`config.mk`:
```
export PLATFORM = sky130hd
export DESIGN_NAME = sdt_supervisory_timer
export DESIGN_NICKNAME = d
export VERILOG_FILES = /design/src/rtl/sdt_supervisory_timer.v
export VERILOG_INCLUDE_DIRS = /design/src /design/src/rtl
export SDC_FILE = /design/constraint.sdc
export NUM_CORES = 1
export LEC_CHECK = 0
export BUFFER_PORTS_ARGS = -buffer_cell sky130_fd_sc_hd__buf_2
export CORE_UTILIZATION = 58
export CTS_BUF_LIST = sky130_fd_sc_hd__clkbuf_8
export CTS_CLUSTER_SIZE = 28
export DETAILED_ROUTE_END_ITERATION = 10
export HOLD_SLACK_MARGIN = 0.05
export PLACE_DENSITY = 0.89
export SYNTH_ARGS = -nofsm -noshare
export SYNTH_HDL_FRONTEND = slang
export SYNTH_SLANG_ARGS = --single-unit
```
`constraint.sdc`:
```
create_clock -name mclk -period 3.1 [get_ports mclk]
set_clock_uncertainty 0.05 [all_clocks]
set_input_delay 0.155 -clock mclk [delete_from_list [all_inputs] [get_ports mclk]]
set_output_delay 0.155 -clock mclk [all_outputs]
set_load 0.05 [all_outputs]
```
`src/rtl/sdt_supervisory_timer_defines.vh`:
```
// constants of the supervisory timer: register map, fields, resets, timing
`ifndef SDT_SUPERVISORY_TIMER_DEFINES_VH
`define SDT_SUPERVISORY_TIMER_DEFINES_VH

// register indices; byte address is four times the index
`define SDT_IDX_ARM       8'hC8
`define SDT_IDX_CTRL2     8'hCC
`define SDT_IDX_COUNT     8'hCE
`define SDT_IDX_IRQ_STAT  8'hD0
`define SDT_IDX_IRQ_CLR   8'hD1
`define SDT_IDX_IRQ_EN    8'hD2

// field positions
`define SDT_ARM_BIT       0
`define SDT_UDF_BIT       0
`define SDT_IRQ_UDF_BIT   0
`define SDT_IRQ_START_BIT 1

// reset and load values
`define SDT_PRE_LOAD      8'hFF
`define SDT_CNT_LOAD      8'hFF
`define SDT_CNT_RST       8'hFF

// instruction cycle is the oscillator (mclk) divided by ten
`define SDT_TICK_DIV      4'hA
// oscillator start-up delay, in instruction cycles: one prescaler wrap
`define SDT_STARTUP_TICKS 9'h100

// axi responses
`define SDT_RESP_OKAY     2'h0
`define SDT_RESP_SLVERR   2'h2

`endif

```
`src/rtl/sdt_supervisory_timer.v`:
```
// supervisory timer: prescaled 8-bit down counter, reset arm, axi4-lite
//
// Contract
// - 8-bit rw counter paced by 8-bit prescaler
// - prescaler clocked by oscillator divided by ten
// - reset on underflow disabled after power-up
// - reset arm is bit 0 of arm register
// - arm writable once per external reset
// - counter at index 0CE, software loads n-1
// - counter write presets prescaler FF, starts both
// - armed underflow resets device, arm stays set
// - underflow stops prescaler and counter until reload
// - unarmed underflow sets flag, no device reset
// - hidden run flag, set by load, cleared by resets
// - read-only underflow flag, cleared load/halt/reset
// - halt entry loads FF, keeps arm and run
// - supervisory reset presets FF, clears run flag only
// - crystal wakeup reuses prescaler/counter as delay
// - crystal wakeup: oscillator only, clocks after 256
`include "sdt_supervisory_timer_defines.vh"

module sdt_supervisory_timer
(
   input  wire        mclk,
   input  wire        sys_rst,
   input  wire        clk_en,
   input  wire        halt_entry,
   input  wire        wakeup,
   input  wire        xtal_option,
   input  wire        brownout_rst,
   input  wire [11:0] s_axi_awaddr,
   input  wire        s_axi_awvalid,
   output reg         s_axi_awready,
   input  wire [31:0] s_axi_wdata,
   input  wire [3:0]  s_axi_wstrb,
   input  wire        s_axi_wvalid,
   output reg         s_axi_wready,
   output reg  [1:0]  s_axi_bresp,
   output reg         s_axi_bvalid,
   input  wire        s_axi_bready,
   input  wire [11:0] s_axi_araddr,
   input  wire        s_axi_arvalid,
   output reg         s_axi_arready,
   output reg  [31:0] s_axi_rdata,
   output reg  [1:0]  s_axi_rresp,
   output reg         s_axi_rvalid,
   input  wire        s_axi_rready,
   output reg         dog_reset_out,
   output reg         osc_enable,
   output reg         clocks_enable,
   output reg         irq
);

   localparam [1:0] MODE_RUN   = 2'h0;
   localparam [1:0] MODE_HALT  = 2'h1;
   localparam [1:0] MODE_START = 2'h2;

   // synchronisers for pin inputs
   reg  [1:0]  xtal_sync;
   reg  [1:0]  bor_sync;

   // timer state
   reg  [3:0]  div_cnt;
   reg  [7:0]  prescale;
   reg  [7:0]  dog_count_reg;
   reg         dog_reset_arm;
   reg         arm_locked;
   reg         dog_underflow_flag;
   reg         dog_run_flag;
   reg         counting;
   reg  [1:0]  mode;
   reg  [1:0]  irq_stat;
   reg  [1:0]  irq_en;

   // captured bus requests
   reg  [11:0] aw_addr;
   reg  [31:0] w_data;
   reg  [3:0]  w_strb;

   reg  [1:0]  next_mode;
   reg  [1:0]  next_irq_stat;
   reg  [31:0] next_rdata;
   reg         next_rerr;

   wire        xtal_opt  = xtal_sync[1];
   wire        bor       = bor_sync[1];

   wire        instr_cycle_clk;
   wire        pre_active;
   wire        pre_wrap;
   wire        cnt_step;
   wire        underflow;
   wire        wd_rst;
   wire        startup_done;
   wire        halt_go;

   wire        wr_fire;
   wire        wr_map;
   wire        wr_lane;
   wire [7:0]  wr_idx;
   wire [7:0]  rd_idx;
   wire        cnt_wr;
   wire        arm_wr;
   wire        clr_wr;
   wire        en_wr;
   wire        rd_take;

   // instruction cycle tick: oscillator divided by ten
   assign instr_cycle_clk = (div_cnt == (`SDT_TICK_DIV - 4'h1));

   // prescaler runs while the timer counts or during start-up
   assign pre_active = (mode == MODE_START) |
                       ((mode == MODE_RUN) & counting & dog_run_flag);
   assign pre_wrap   = pre_active & instr_cycle_clk &
                       (prescale == 8'h00);
   // one counter step per full prescaler count
   assign cnt_step   = pre_wrap & (mode == MODE_RUN);
   assign underflow  = cnt_step & (dog_count_reg == 8'h00);
   assign wd_rst     = underflow & dog_reset_arm;
   // 256 instruction cycles: one full prescaler pass from FF
   assign startup_done = pre_wrap & (mode == MODE_START);
   assign halt_go    = halt_entry & (mode == MODE_RUN);

   // write decode
   assign wr_fire = ~s_axi_awready & ~s_axi_wready & ~s_axi_bvalid;
   assign wr_idx  = aw_addr[9:2];
   assign wr_map  = (aw_addr[11:10] == 2'h0) & (aw_addr[1:0] == 2'h0) &
                    ((wr_idx == `SDT_IDX_ARM) |
                     (wr_idx == `SDT_IDX_CTRL2) |
                     (wr_idx == `SDT_IDX_COUNT) |
                     (wr_idx == `SDT_IDX_IRQ_STAT) |
                     (wr_idx == `SDT_IDX_IRQ_CLR) |
                     (wr_idx == `SDT_IDX_IRQ_EN));
   assign wr_lane = wr_fire & wr_map & w_strb[0];
   assign cnt_wr  = wr_lane & (wr_idx == `SDT_IDX_COUNT);
   // arm register takes the first write only
   assign arm_wr  = wr_lane & (wr_idx == `SDT_IDX_ARM) & ~arm_locked;
   assign clr_wr  = wr_lane & (wr_idx == `SDT_IDX_IRQ_CLR);
   assign en_wr   = wr_lane & (wr_idx == `SDT_IDX_IRQ_EN);

   assign rd_idx  = s_axi_araddr[9:2];
   assign rd_take = s_axi_arvalid & s_axi_arready;

   // mode sequencing around halt and wakeup
   always @*
   begin
      next_mode = mode;
      case (mode)
         MODE_RUN:
            if (halt_entry)
               next_mode = MODE_HALT;
         MODE_HALT:
            // crystal: only the oscillator runs until the delay ends
            if (wakeup)
               next_mode = xtal_opt ? MODE_START : MODE_RUN;
         MODE_START:
            if (startup_done)
               next_mode = MODE_RUN;
         default:
            next_mode = MODE_RUN;
      endcase
   end

   // sticky interrupt status; a new event wins over a clear
   always @*
   begin
      next_irq_stat = irq_stat;
      if (clr_wr)
         next_irq_stat = irq_stat & ~w_data[1:0];
      if (underflow)
         next_irq_stat[`SDT_IRQ_UDF_BIT] = 1'b1;
      if (startup_done)
         next_irq_stat[`SDT_IRQ_START_BIT] = 1'b1;
   end

   // read mux; unmapped addresses answer slverr with zero data
   always @*
   begin
      next_rdata = 32'h00000000;
      next_rerr  = 1'b0;
      if ((s_axi_araddr[11:10] != 2'h0) || (s_axi_araddr[1:0] != 2'h0))
         next_rerr = 1'b1;
      else
      begin
         case (rd_idx)
            `SDT_IDX_ARM:
               next_rdata[`SDT_ARM_BIT] = dog_reset_arm;
            `SDT_IDX_CTRL2:
               next_rdata[`SDT_UDF_BIT] = dog_underflow_flag;
            `SDT_IDX_COUNT:
               next_rdata[7:0] = dog_count_reg;
            `SDT_IDX_IRQ_STAT:
               next_rdata[1:0] = irq_stat;
            `SDT_IDX_IRQ_CLR:
               next_rdata = 32'h00000000;
            `SDT_IDX_IRQ_EN:
               next_rdata[1:0] = irq_en;
            default:
               next_rerr = 1'b1;
         endcase
      end
   end

   // pin synchronisers
   always @(posedge mclk)
   begin
      if (sys_rst)
      begin
         xtal_sync <= 2'h0;
         bor_sync  <= 2'h0;
      end
      else if (clk_en)
      begin
         xtal_sync <= {xtal_sync[0], xtal_option};
         bor_sync  <= {bor_sync[0], brownout_rst};
      end
   end

   // instruction cycle divider, stopped while halted
   always @(posedge mclk)
   begin
      if (sys_rst)
         div_cnt <= 4'h0;
      else if (clk_en)
      begin
         if (next_mode == MODE_HALT)
            div_cnt <= 4'h0;
         else if (instr_cycle_clk)
            div_cnt <= 4'h0;
         else
            div_cnt <= div_cnt + 4'h1;
      end
   end

   // prescaler and counter
   always @(posedge mclk)
   begin
      if (sys_rst)
      begin
         prescale      <= `SDT_PRE_LOAD;
         dog_count_reg <= `SDT_CNT_RST;
      end
      else if (clk_en)
      begin
         if (cnt_wr)
         begin
            dog_count_reg <= w_data[7:0];
            prescale      <= `SDT_PRE_LOAD;
         end
         else if (halt_go)
         begin
            prescale      <= `SDT_PRE_LOAD;
            dog_count_reg <= `SDT_CNT_LOAD;
         end
         else if (wd_rst)
         begin
            prescale      <= `SDT_PRE_LOAD;
            dog_count_reg <= `SDT_CNT_LOAD;
         end
         else if (pre_active & instr_cycle_clk)
         begin
            // 00 wraps to FF, starting the next full count
            prescale <= prescale - 8'h01;
            // start-up pass alters the counter as well
            if (pre_wrap)
               dog_count_reg <= dog_count_reg - 8'h01;
         end
      end
   end

   // run control, underflow flag and reset arm
   always @(posedge mclk)
   begin
      if (sys_rst)
      begin
         counting           <= 1'b0;
         dog_run_flag       <= 1'b0;
         dog_underflow_flag <= 1'b0;
         dog_reset_arm      <= 1'b0;
         arm_locked         <= 1'b0;
      end
      else if (clk_en)
      begin
         // any underflow stops the timer until the next load
         if (cnt_wr)
            counting <= 1'b1;
         else if (underflow)
            counting <= 1'b0;

         if (cnt_wr)
            dog_run_flag <= 1'b1;
         if (bor | wd_rst)
            dog_run_flag <= 1'b0;

         // set wins over load and halt clears
         dog_underflow_flag <= underflow |
            (dog_underflow_flag & ~(cnt_wr | halt_go));

         // arm survives supervisory reset and halt
         if (arm_wr)
         begin
            dog_reset_arm <= w_data[`SDT_ARM_BIT];
            arm_locked    <= 1'b1;
         end
      end
   end

   // mode, outputs and interrupt
   always @(posedge mclk)
   begin
      if (sys_rst)
      begin
         mode          <= MODE_RUN;
         osc_enable    <= 1'b1;
         clocks_enable <= 1'b1;
         dog_reset_out <= 1'b0;
         irq_stat      <= 2'h0;
         irq_en        <= 2'h0;
         irq           <= 1'b0;
      end
      else if (clk_en)
      begin
         mode          <= next_mode;
         osc_enable    <= (next_mode != MODE_HALT);
         clocks_enable <= (next_mode == MODE_RUN);
         dog_reset_out <= wd_rst;
         irq_stat      <= next_irq_stat;
         if (en_wr)
            irq_en <= w_data[1:0];
         irq           <= |(irq_stat & irq_en);
      end
   end

   // axi4-lite write channel: address and data taken in either order
   always @(posedge mclk)
   begin
      if (sys_rst)
      begin
         s_axi_awready <= 1'b1;
         s_axi_wready  <= 1'b1;
         s_axi_bvalid  <= 1'b0;
         s_axi_bresp   <= `SDT_RESP_OKAY;
         aw_addr       <= 12'h000;
         w_data        <= 32'h00000000;
         w_strb        <= 4'h0;
      end
      else if (clk_en)
      begin
         if (s_axi_awvalid & s_axi_awready)
         begin
            aw_addr       <= s_axi_awaddr;
            s_axi_awready <= 1'b0;
         end
         if (s_axi_wvalid & s_axi_wready)
         begin
            w_data       <= s_axi_wdata;
            w_strb       <= s_axi_wstrb;
            s_axi_wready <= 1'b0;
         end
         if (wr_fire)
         begin
            s_axi_bvalid <= 1'b1;
            s_axi_bresp  <= wr_map ? `SDT_RESP_OKAY : `SDT_RESP_SLVERR;
         end
         else if (s_axi_bvalid & s_axi_bready)
         begin
            s_axi_bvalid  <= 1'b0;
            s_axi_awready <= 1'b1;
            s_axi_wready  <= 1'b1;
         end
      end
   end

   // axi4-lite read channel
   always @(posedge mclk)
   begin
      if (sys_rst)
      begin
         s_axi_arready <= 1'b1;
         s_axi_rvalid  <= 1'b0;
         s_axi_rdata   <= 32'h00000000;
         s_axi_rresp   <= `SDT_RESP_OKAY;
      end
      else if (clk_en)
      begin
         if (rd_take)
         begin
            s_axi_arready <= 1'b0;
            s_axi_rvalid  <= 1'b1;
            s_axi_rdata   <= next_rdata;
            s_axi_rresp   <= next_rerr ? `SDT_RESP_SLVERR
                                       : `SDT_RESP_OKAY;
         end
         else if (s_axi_rvalid & s_axi_rready)
         begin
            s_axi_rvalid  <= 1'b0;
            s_axi_arready <= 1'b1;
         end
      end
   end

endmodule // sdt_supervisory_timer

```
==> impl_metrics.ini <==
[cts]
clkSinkCount = 75
numCtsBuffers = 9
root_buffer = clkbuf_8
cts_resized = 0
cts.path.max_buffers = 2
clock_latency_ns = 0.36
postCtsSetupBuffers = 0
cts_tree = built
htreeDepth = 3
path_clk_slew_ns = 0.08

[global_routing]
grt_first_pass_wirelength_um = 16800
grt_pass1_vias = 3610
grt_antenna_before_repair = 0
grt_max_degree = 41
overflow = 0
grt_util_all_layers_pct = 30.2

[timing]
worst_pin_slew_ns = 0.758
drv_slew = 0
slew_headroom_pct = 49.5
setup_tns_ns = 0
finalWorstSetupSlack_ns = 0.776
rsz0062_at_grt = no
fin_crit_ns = 2.32
max_freq_mhz = 430
setup_viol = 0
min_period_over_period_pct = 75.0
hold_viol = 0

[worst_hold_path]
hold-path-cell-count = 4
min_path_type = in -> reg
holdCritStartpoint = s_axi_rready
holdPathEnd = s_axi_rvalid$_SDFFE_PP0P_

[setup_path]
rr_startpoint = s_axi_bvalid$_SDFFE_PP0P_
worst-path-max-fanout = 12
crit_type = reg -> reg
cp_num_buf_inv = 0
start_kind = register
path_cells = nor4_2, nand4_2, a31oi_2, nor2_1, o31ai_2
r2r_slack_ns = 0.78
end_kind = register
r2r-end = prescale[7]$_SDFFE_PP1P_
critPathMaxStageDelay_ns = 0.56
r2r_cells = 5
worstPathArrival_ns = 2.55
required_ns = 3.32
slowest_stage = a31oi_2
crit_family = simple AND/OR/NAND/NOR gates

[power]
power_w = 0.00217
leakage_nw = 1.90
peakVddDrop_v = 0.000352
power.density_nw_per_um2 = 473

[logic_synthesis]
yosys_warnings = 0
ys.flop_type = dfxtp_1
synthArstFlopShare_pct = 0
synth_edf_count = 0
netlist_instances = 466
syn-mean-instance-area_sq_um = 8.34
synth-seq-area-share_pct = 38.6
synth.distinct_cells = 70
synth_seq_cells = 75
synth_area_sq_um = 3880

[floorplanning]
dieArea_sq_um = 7030
die_x_um = 83.8
num_rows = 29
die_h_um = 83.8
io_pins = 117
core_sq_um = 6420
initial_core_util_pct = 60.5

[finish]
nNetsFinal = 623
instances_no_fill = 628
syn_to_final_growth_pct = 18.0
largest_reg_flops = 12
regMostFlops = aw_addr
drive_gt1_share_pct = 19.8
diodes = 0

[routing]
firstDrtPassIters = 8
vias = 3811
wl_per_cell_um = 16.2
antenna_left = 0
drc = 6
vias_per_cell = 6.07
routed_wl_um = 10200
first_iter_violations = 392

[placement]
portBuffers = 63
dp_hpwl_um = 6520
dp_cells = 586
gp_congestion = 0.907
post-place-ws_ns = 0.884

[run_status]
status = finished with violations
violations = design-rule violations

[run]
maxCapViolCount = 0
==> timing repair <==
item / CTS / global route
hold buffers: 26 / 0
endpoints found under the hold margin: 25 / 0
setup endpoints to repair: 0 / 0
==> worst min-delay path: stages <==
cell and delay (ns):
buf_2 0.10, nand2_1 0.06, a21oi_1 0.06, nor2_1 0.07
==> final cells by class <==
type / count / area [sq um]
Tap cell: 77 / 96.3
Fill cell: 459 / 1840
Sequential cell: 75 / 1500
Timing Repair Buffer: 91 / 591
Clock inverter: 6 / 81.3
Inverter: 11 / 41.3
Multi-Input combinational cell: 358 / 2140
Clock buffer: 10 / 138
==> per-stage QoR <==
stage	hold WS [ns]	area, sq um	util (%)
4_1_cts	0.0683	4580	71.4
3_5_place_dp	0.352	4110	63.9
2_1_floorplan	0.241	3980	-
5_1_grt	0.114	4580	71.4
3_3_place_gp	0.349	4110	63.9
6_report	0.0710	4580	71.4
==> logic make-up (layout without fill, tap and decap cells) <==
family	count (synthesis)	count (layout)	synth area share (%)
muxes	9	9	2.51
other	1	26	0.0965
buffers and inverters	58	118	8.79
AOI/OAI and AO/OA	113	113	20.2
adders and majority gates	5	5	1.61
DFF	75	75	38.6
and+or+nand+nor	205	205	28.1
==> report_power, final <==
| group | internal (W) | switching [W] | leakage [nW] | total (W) |
|---|---|---|---|---|
| registers | 0.000991 | 0.0000290 | 0.610 | 0.00102 |
| clock network | 0.000470 | 0.000362 | 0.119 | 0.000832 |
| logic | 0.0000973 | 0.000217 | 1.17 | 0.000314 |
==> cells in the mapped netlist (2+ instances only) <==
master | number | area [sq um]
dfxtp_1 | 75 | 1500
nand2_1 | 64 | 240
nor2_1 | 50 | 188
a21oi_1 | 45 | 225
buf_4 | 28 | 210
nand3_1 | 16 | 80.1
nor3_1 | 13 | 65.1
inv_1 | 11 | 41.3
o21ai_1 | 11 | 55.1
a22oi_1 | 10 | 75.1
and3_1 | 8 | 50.1
clkbuf_1 | 8 | 30.0
nor4_1 | 8 | 50.1
o21ai_0 | 8 | 40.0
buf_1 | 6 | 22.5
mux2i_1 | 6 | 60.1
ha_1 | 5 | 62.6
nand3b_1 | 5 | 37.5
nor3b_1 | 5 | 37.5
a211oi_1 | 4 | 30.0
nand4_1 | 4 | 25.0
and4_1 | 3 | 26.3
buf_2 | 3 | 15.0
nand2b_1 | 3 | 18.8
nor2b_1 | 3 | 18.8
nor4b_2 | 3 | 45.0
o21a_1 | 3 | 22.5
a211o_1 | 2 | 17.5
a221oi_1 | 2 | 17.5
a2bb2oi_1 | 2 | 17.5
a31oi_1 | 2 | 12.5
a31oi_2 | 2 | 25.0
and3_2 | 2 | 15.0
and4b_1 | 2 | 20.0
buf_6 | 2 | 22.5
mux2_2 | 2 | 22.5
nand4_2 | 2 | 25.0
nor4_2 | 2 | 25.0
o22ai_1 | 2 | 12.5
o31a_1 | 2 | 17.5
o31ai_2 | 2 | 25.0
or3b_2 | 2 | 17.5
==> cell usage in the layout (no fill, tap or decap), types with 3 or more instances in the layout <==
cell / instances
o21ai_1: 11
nor4_1: 8
dfxtp_1: 75
a21oi_1: 45
a211oi_1: 4
mux2i_1: 6
nand3_1: 16
and4_1: 3
buf_2: 63
nor3_1: 13
clkbuf_8: 10
nor2_1: 50
nand3b_1: 5
ha_1: 5
nand2_1: 64
o21a_1: 3
conb_1: 26
nand4_1: 4
inv_1: 13
a22oi_1: 10
dlygate4sd3_1: 26
nor4b_2: 3
nor3b_1: 5
nor2b_1: 3
and3_1: 8
nand2b_1: 3
o21ai_0: 8
==> worst max path at each step <==
stage | endpoint | slack [ns] | start | cells past startpoint
finish | prescale[7]$_SDFFE_PP1P_ | 0.78 | s_axi_bvalid$_SDFFE_PP0P_ | 5
global route | prescale[2]$_SDFFE_PP1P_ | 0.63 | s_axi_bvalid$_SDFFE_PP0P_ | 5
CTS | prescale[7]$_SDFFE_PP1P_ | 0.80 | s_axi_bvalid$_SDFFE_PP0P_ | 5
detailed placement | prescale[5]$_SDFFE_PP1P_ | 0.88 | s_axi_bvalid$_SDFFE_PP0P_ | 5
global placement | prescale[7]$_SDFFE_PP1P_ | 0.96 | dog_count_reg[0]$_SDFFE_PP1P_ | 7
floorplan | dog_count_reg[2]$_SDFFE_PP1P_ | 1.17 | s_axi_bvalid$_SDFFE_PP0P_ | 6
==> layer usage <==
metal	vias up	wire length [um]	GRT usage, %
met1	1782	3930	34.6
met2	212	5070	51.8
met3	39	703	6.23
met4	0	472	17.9
li1	1778	-	-
met5	-	0	0
No activity file was read; power rests on OpenSTA's default activity.
